### config.mk
export PLATFORM = sky130hd
export DESIGN_NAME = host_bus_mode_decode
export DESIGN_NICKNAME = d
export VERILOG_FILES = /design/src/pkg/host_mode_pkg.sv /design/src/hdl/host_bus_mode_decode.sv
export SDC_FILE = /design/constraint.sdc
export NUM_CORES = 1
export LEC_CHECK = 0
export BUFFER_PORTS_ARGS = -buffer_cell sky130_fd_sc_hd__buf_2
export CORE_MARGIN = 2
export CORE_UTILIZATION = 45
export DETAILED_ROUTE_END_ITERATION = 12
export PLACE_DENSITY = 0.74
export SETUP_SLACK_MARGIN = 0.15
export SLEW_MARGIN = 20
export SYNTH_ARGS = -nofsm -noshare
export SYNTH_HDL_FRONTEND = slang
export SYNTH_SLANG_ARGS = --single-unit
export TNS_END_PERCENT = 10
### constraint.sdc
create_clock -name CLK_SYS -period 1.45 [get_ports CLK_SYS]
set_clock_uncertainty 0.05 [all_clocks]
set_input_delay 0.435 -clock CLK_SYS [delete_from_list [all_inputs] [get_ports CLK_SYS]]
set_output_delay 0.435 -clock CLK_SYS [all_outputs]
set_load 0.05 [all_outputs]
### src/pkg/host_mode_pkg.sv
// Package with constants and carrier types for the host bus mode and select decode block
package host_mode_pkg;

    // Bus personality chosen by the strap at the end of reset
    typedef enum logic [0:0] {
        MODE_ISA,
        MODE_PCCARD
    } bus_mode_e;

    localparam int ADDR_W = 20;
    localparam logic [4:0] FWE_BIT = 5'd10;
    localparam logic [4:0] FCS_BIT = 5'd11;
    localparam logic [4:0] A15_BIT = 5'd15;
    localparam logic [4:0] CE1_BIT = 5'd19;
    localparam logic [15:0] ROM_BASE_RST = 16'h000c;
    localparam logic [15:0] ROM_MASK_RST = 16'h000f;
    localparam logic SYNC_RST = 1'b1;
    localparam logic STROBE_IDLE = 1'b1;
    localparam logic [1:0] RST_FILTER_CYCLES = 2'd2;

    // Decoded host-side selects from the pins
    typedef struct packed {
        logic addr_valid;
        logic even_sel;
        logic odd_sel;
        logic high_lane;
    } host_sel_s;

endpackage : host_mode_pkg

### src/hdl/host_bus_mode_decode.sv
// Host bus personality strap sampling and select/strobe decoding
`timescale 1ns/10ps

module host_bus_mode_decode
    import host_mode_pkg::*;
(
    input wire logic CLK_SYS, // System clock, 20 MHz
    input wire logic RST_B, // Asynchronous reset, active low
    input wire logic [ADDR_W-1:0] ADDR_I, // Address pin inputs
    output logic FWE_O, // Flash write strobe pin level (A10 pin)
    output logic FWE_OE, // Flash write strobe drive enable
    output logic FCS_O, // Flash chip select pin level (A11 pin)
    output logic FCS_OE, // Flash chip select drive enable
    input wire logic STRAP_I, // Strap / boot ROM select pin input
    output logic STRAP_O, // Boot ROM select pin level
    output logic STRAP_OE, // Boot ROM select drive enable
    input wire logic QUAL_B, // Address qualifier / attribute select / address strobe
    input wire logic HIGH_LANE_B, // High byte lane enable / odd-byte card enable
    input wire logic MEM_READ_B, // Memory read strobe, active low
    input wire logic WRITE_B, // PC-card write strobe, active low
    input wire logic FLASH_WRITE_ALLOW, // Flash write allow configuration bit
    input wire logic [15:0] ROM_BASE, // ROM window base, compared to A19..A4
    input wire logic [15:0] ROM_MASK, // ROM window mask for A19..A4
    output logic PCCARD_MODE, // Sampled personality, high in PC-card mode
    output logic ADDR_VALID, // Address decode enabled this cycle
    output logic EVEN_SEL, // Even-byte / low lane select
    output logic ODD_SEL, // Odd-byte / high lane select
    output logic [ADDR_W-1:0] ADDR_Q // Registered address bus
);

    logic [2:0] strap_sync_q;
    logic [2:0] qual_sync_q;
    logic [2:0] hl_sync_q;
    logic [2:0] rd_sync_q;
    logic [2:0] wr_sync_q;
    logic [2:0] ce1_sync_q;
    logic [2:0] a15_sync_q;
    logic sampled_q;
    logic [1:0] settle_q;
    logic rom_d;
    bus_mode_e mode_q;
    logic [ADDR_W-1:0] addr_s1_q;
    logic [ADDR_W-1:0] addr_s2_q;
    logic strap_lvl;
    logic qual_lvl;
    logic hl_lvl;
    logic rd_lvl;
    logic wr_lvl;
    logic ce1_lvl;
    logic a15_lvl;
    logic rom_hit;
    logic fwe_d;
    logic fcs_d;
    host_sel_s sel_d;

    // Three-stage synchronisers for control pins
    always_ff @(posedge CLK_SYS or negedge RST_B) begin
        if (!RST_B) begin
            strap_sync_q <= {3{SYNC_RST}};
            qual_sync_q <= {3{SYNC_RST}};
            hl_sync_q <= {3{SYNC_RST}};
            rd_sync_q <= {3{SYNC_RST}};
            wr_sync_q <= {3{SYNC_RST}};
            ce1_sync_q <= {3{SYNC_RST}};
            a15_sync_q <= {3{SYNC_RST}};
        end else begin
            strap_sync_q <= {strap_sync_q[1:0], STRAP_I};
            qual_sync_q <= {qual_sync_q[1:0], QUAL_B};
            hl_sync_q <= {hl_sync_q[1:0], HIGH_LANE_B};
            rd_sync_q <= {rd_sync_q[1:0], MEM_READ_B};
            wr_sync_q <= {wr_sync_q[1:0], WRITE_B};
            ce1_sync_q <= {ce1_sync_q[1:0], ADDR_I[CE1_BIT]};
            a15_sync_q <= {a15_sync_q[1:0], ADDR_I[A15_BIT]};
        end
    end

    // Address bus capture, used as data so a plain two-stage register
    always_ff @(posedge CLK_SYS or negedge RST_B) begin
        if (!RST_B) begin
            addr_s1_q <= '0;
            addr_s2_q <= '0;
        end else begin
            addr_s1_q <= ADDR_I;
            addr_s2_q <= addr_s1_q;
        end
    end

    // A change counts once stages two and three agree, else hold
    always_ff @(posedge CLK_SYS or negedge RST_B) begin
        if (!RST_B) begin
            strap_lvl <= SYNC_RST;
            qual_lvl <= SYNC_RST;
            hl_lvl <= SYNC_RST;
            rd_lvl <= SYNC_RST;
            wr_lvl <= SYNC_RST;
            ce1_lvl <= SYNC_RST;
            a15_lvl <= SYNC_RST;
        end else begin
            if (strap_sync_q[1] == strap_sync_q[2]) strap_lvl <= strap_sync_q[2];
            if (qual_sync_q[1] == qual_sync_q[2]) qual_lvl <= qual_sync_q[2];
            if (hl_sync_q[1] == hl_sync_q[2]) hl_lvl <= hl_sync_q[2];
            if (rd_sync_q[1] == rd_sync_q[2]) rd_lvl <= rd_sync_q[2];
            if (wr_sync_q[1] == wr_sync_q[2]) wr_lvl <= wr_sync_q[2];
            if (ce1_sync_q[1] == ce1_sync_q[2]) ce1_lvl <= ce1_sync_q[2];
            if (a15_sync_q[1] == a15_sync_q[2]) a15_lvl <= a15_sync_q[2];
        end
    end

    // Edges since reset release; before saturation the filter still holds its reset value
    always_ff @(posedge CLK_SYS or negedge RST_B) begin
        if (!RST_B) begin
            settle_q <= '0;
        end else if (settle_q != RST_FILTER_CYCLES) begin
            settle_q <= settle_q + 2'd1;
        end
    end

    // Personality latch: taken once a real strap sample sits in the filter, then frozen
    always_ff @(posedge CLK_SYS or negedge RST_B) begin
        if (!RST_B) begin
            sampled_q <= 1'b0;
            mode_q <= MODE_ISA;
        end else if (!sampled_q && settle_q == RST_FILTER_CYCLES && strap_sync_q[1] == strap_sync_q[2]) begin
            sampled_q <= 1'b1;
            mode_q <= strap_sync_q[2] ? MODE_ISA : MODE_PCCARD;
        end
    end

    // Boot ROM select: window match on the delayed address, gated by read and qualifier
    always_comb begin
        rom_hit = ((addr_s2_q[19:4] ^ ROM_BASE) & ROM_MASK) == 16'h0000;
        rom_d = !(!rd_lvl && !qual_lvl && rom_hit);
    end

    // Select and strobe decode per personality
    always_comb begin
        fwe_d = STROBE_IDLE;
        fcs_d = STROBE_IDLE;
        sel_d = '0;
        unique case (mode_q)
            MODE_ISA: begin
                sel_d.addr_valid = sampled_q && !qual_lvl;
                sel_d.even_sel = sel_d.addr_valid && !addr_s2_q[0];
                sel_d.high_lane = !hl_lvl;
                sel_d.odd_sel = sel_d.addr_valid && (sel_d.high_lane || addr_s2_q[0]);
            end
            MODE_PCCARD: begin
                fwe_d = !(!wr_lvl && FLASH_WRITE_ALLOW);
                fcs_d = !(!qual_lvl && !ce1_lvl && !a15_lvl);
                sel_d.even_sel = !ce1_lvl;
                sel_d.odd_sel = !hl_lvl;
                sel_d.addr_valid = sel_d.even_sel || sel_d.odd_sel;
                sel_d.high_lane = sel_d.odd_sel;
            end
        endcase
    end

    // Pin drive enables and mode flag follow the frozen personality
    always_ff @(posedge CLK_SYS or negedge RST_B) begin
        if (!RST_B) begin
            FWE_OE <= 1'b0;
            FCS_OE <= 1'b0;
            STRAP_OE <= 1'b0;
            PCCARD_MODE <= 1'b0;
        end else begin
            FWE_OE <= sampled_q && mode_q == MODE_PCCARD;
            FCS_OE <= sampled_q && mode_q == MODE_PCCARD;
            STRAP_OE <= sampled_q && mode_q == MODE_ISA;
            PCCARD_MODE <= sampled_q && mode_q == MODE_PCCARD;
        end
    end

    // Active-low strobe pins, idle high so nothing is selected during reset
    always_ff @(posedge CLK_SYS or negedge RST_B) begin
        if (!RST_B) begin
            FWE_O <= STROBE_IDLE;
            FCS_O <= STROBE_IDLE;
            STRAP_O <= STROBE_IDLE;
        end else begin
            FWE_O <= fwe_d;
            FCS_O <= fcs_d;
            STRAP_O <= rom_d;
        end
    end

    // Decoded address qualifier and byte lane selects
    always_ff @(posedge CLK_SYS or negedge RST_B) begin
        if (!RST_B) begin
            ADDR_VALID <= 1'b0;
            EVEN_SEL <= 1'b0;
            ODD_SEL <= 1'b0;
        end else begin
            ADDR_VALID <= sel_d.addr_valid;
            EVEN_SEL <= sel_d.even_sel;
            ODD_SEL <= sel_d.odd_sel;
        end
    end

    // Registered address, three edges behind the pins
    always_ff @(posedge CLK_SYS or negedge RST_B) begin
        if (!RST_B) begin
            ADDR_Q <= '0;
        end else begin
            ADDR_Q <= addr_s2_q;
        end
    end

endmodule : host_bus_mode_decode

==> results.md <==
- Starting Density: a little under half
- Reg2Reg Capture Point: STRAP_O
- Leak Pwr: 0.00182 µW
- Worst EP required: 0.97 ns
- Chip Width: approximately 85 µm
- Num CTS Buffers: 9
- Setup slack after layout: -0.0783 ns
- CP top delay family: flip-flops
- Failing checks: negative setup slack
- Max clock buf depth: 2
- Fillers: just under 500
- Clk root buf: clkbuf_8
- Reg2reg start: addr_s2_q[15]
- Most frequent cells in the layout: dfrtp_1, buf_2, dfstp_2
- Fin nets: 321
- Unrepaired setup endpoints after global routing: true
- Die area: 7230 µm²
- Crit Path Max Fanout: 1
- Setup tns final: -0.291 ns
- # port buffers: approximately 90
- DRT iter0 DRCs: between 70 and 80
- Register bit total from synthesis: between 90 and 100
- R2R depth: 4
- Endpoints failing setup: 4
- 1st-pass router iterations: 4
- Maximum clock frequency: roughly 650 MHz
- CP peak stage delay: roughly 0.55 ns
- Synth Instances: ~160
- Status: finished, violations left
- Worst path bufs/invs: 1
- Layout area overhead: 33.4%
- Antenna viol nets, final: 0
- Hold Crit Start: STRAP_I
- Core Region: between 6000 and 7000 µm²
- Reg2reg setup slack: -0.07 ns
- CP Launch Type: flip-flop
- Clk_lat worst skew: 0.36 ns
- Hold Vio Cnt, Final: 0
- Yosys warning count: 0
- Post-Route WL: 4400 µm
- Mapped Area: ~3000 µm²
- Final Wtd Congestion: around 0.69
- CTS tree: built
- Number of global-route vias before repair: ~1600
- GRT Overall Usage: 13.9%
- CP endpoint: FCS_O
- Worst-path clk slew: around 0.11 ns
- Least-Margin Pin Slew: 0.407 ns
- Synth Area per Inst: 18.7 µm²
- Worst setup EP type: output pin
- Worst path depth: 1
- Share of post-route cells with drive strength above 1: a little over half
- Max-slew violations: 0
- Distinct cell type count after synthesis: 27
- Global route total overflow: 0
- Slew HR: ~73%
- First-pass GRT wire length: roughly 7500 µm
- Initial antenna violation count: 1
- Largest net degree at the start of global routing: 57
- Max-cap violation count: 0
- DRC: 0
- Hold Crit Class: primary input to flip-flop
- Placement Rows: 29
- Die height: about 85 µm
- Sink Count: 99
- Period Utilization, post-route: 105%
- # IOs: 90
- Maximum VDD drop: approximately 830 µV
- Via count: around 1600
- Critical path type: flip-flop to output pin
- Detail Placement HPWL: slightly above 3000 µm
- Arr. time, crit path: between 1 and 1.5 ns
- Commonest non-fill, non-tap cell in the layout: dfrtp_1
- CTS H-tree depth: 3
- Crit path cell chain: buf_8
- Hold Crit Depth: 1
- Pwr Density: about 1300 nW/µm²
- Final min period: approximately 1.5 ns
- Average wire per standard cell: about 13 µm
- Hold Slack: ~0.11 ns
- Diode count: 0
- Slowest CP cell: dfstp_2
- Seq/Total Area, Yosys: about 85%
- CP Launch Point: FCS_O
- DR vias/cell: approximately 4.5
- Post-synth net total: 219
## layer usage
metal,track usage [%],vias up,part of all wire [%]
met2,20.2,67,47
met1,18.4,748,43
met3,4.67,13,7.6
met5,0,-,0
li1,-,728,-
met4,7.79,0,2.8
## timing repair
action | CTS | global route
hold endpoints to repair | 7 | 0
hold buffers | 1 | 0
endpoints found under the setup margin | 31 | 32
resized for setup | 60 | 5
setup buffers | 0 | 0
## logic make-up after synthesis
logic type      Yosys count  share of synthesized area (%)
fa+ha+maj                 7                           2.45
compound gates           15                           3.51
simple gates             14                           2.75
buf+inv                   5                          0.889
flops                    99                           85.1
xor+xnor                 18                           5.33
## cells in the mapped netlist
library cell	n	area share (%)
dfrtp_1	69	58
dfstp_2	30	27
xor2_1	16	4.7
a22oi_1	6	1.5
maj3_1	6	2.0
inv_1	3	0.38
a21oi_1	2	0.34
buf_4	2	0.51
nand2_1	2	0.25
nand3_1	2	0.34
nor2_1	2	0.25
o21ai_0	2	0.34
xnor2_1	2	0.59
a211o_1	1	0.30
a21o_1	1	0.25
a222oi_1	1	0.34
a31oi_1	1	0.21
and2_1	1	0.21
and3b_1	1	0.30
ha_1	1	0.42
nand3b_1	1	0.25
nand4_1	1	0.21
nor2b_1	1	0.21
nor3b_1	1	0.25
o22ai_1	1	0.21
or3_1	1	0.21
or4_1	1	0.25
## metrics by stage
stage / cell area, µm² / util (%) / std cells / power (µW) / setup WS (ns)
finish: 3950 / 62.1 / 342 / 5150 / -0.0783
detailed placement: 3530 / 55.7 / 325 / 3490 / -0.240
floorplan: 2960 / - / 158 / 3270 / 0.0632
global route: 3950 / 62.1 / 342 / 5390 / -0.163
CTS: 3930 / 61.8 / 342 / 5210 / -0.101
global placement: 3530 / 55.7 / 325 / 3470 / -0.204
## where the power goes
group	internal [µW]	leakage, µW	switching (µW)
Combinational	202	0.000618	276
Sequential	2940	0.00111	71.9
Clock	668	0.0000951	986
Total	3810	0.00182	1330
## how the worst min path moves through the flow
stage	slack [ns]	end
detailed placement	0.24	ADDR_Q[0]
global placement	0.24	ADDR_Q[0]
CTS	0.1	hl_sync_q[0]
global route	0.09	strap_sync_q[0]
finish	0.11	strap_sync_q[0]
floorplan	0.09	ADDR_Q[0]
## state kept, by name (all words and copies together), names as in the netlist, 2 cells and up
name and flops:
addr_s2_q 20, strap_sync_q 3, a15_sync_q 3, ce1_sync_q 3
rd_sync_q 3, ADDR_Q 20, wr_sync_q 3, settle_q 2
addr_s1_q 20, hl_sync_q 3, qual_sync_q 3
## area by class of cell
type	instances	area [µm²]	area share, %
multi-input cells	54	423	10.7
flip-flops and latches	99	2520	63.8
well taps	77	96.3	2.44
repair buffers	93	704	17.9
inverters	3	11.3	0.285
clock inverters	7	70.1	1.78
clock buffers	9	124	3.14
Power figures use the tool's default switching activity.
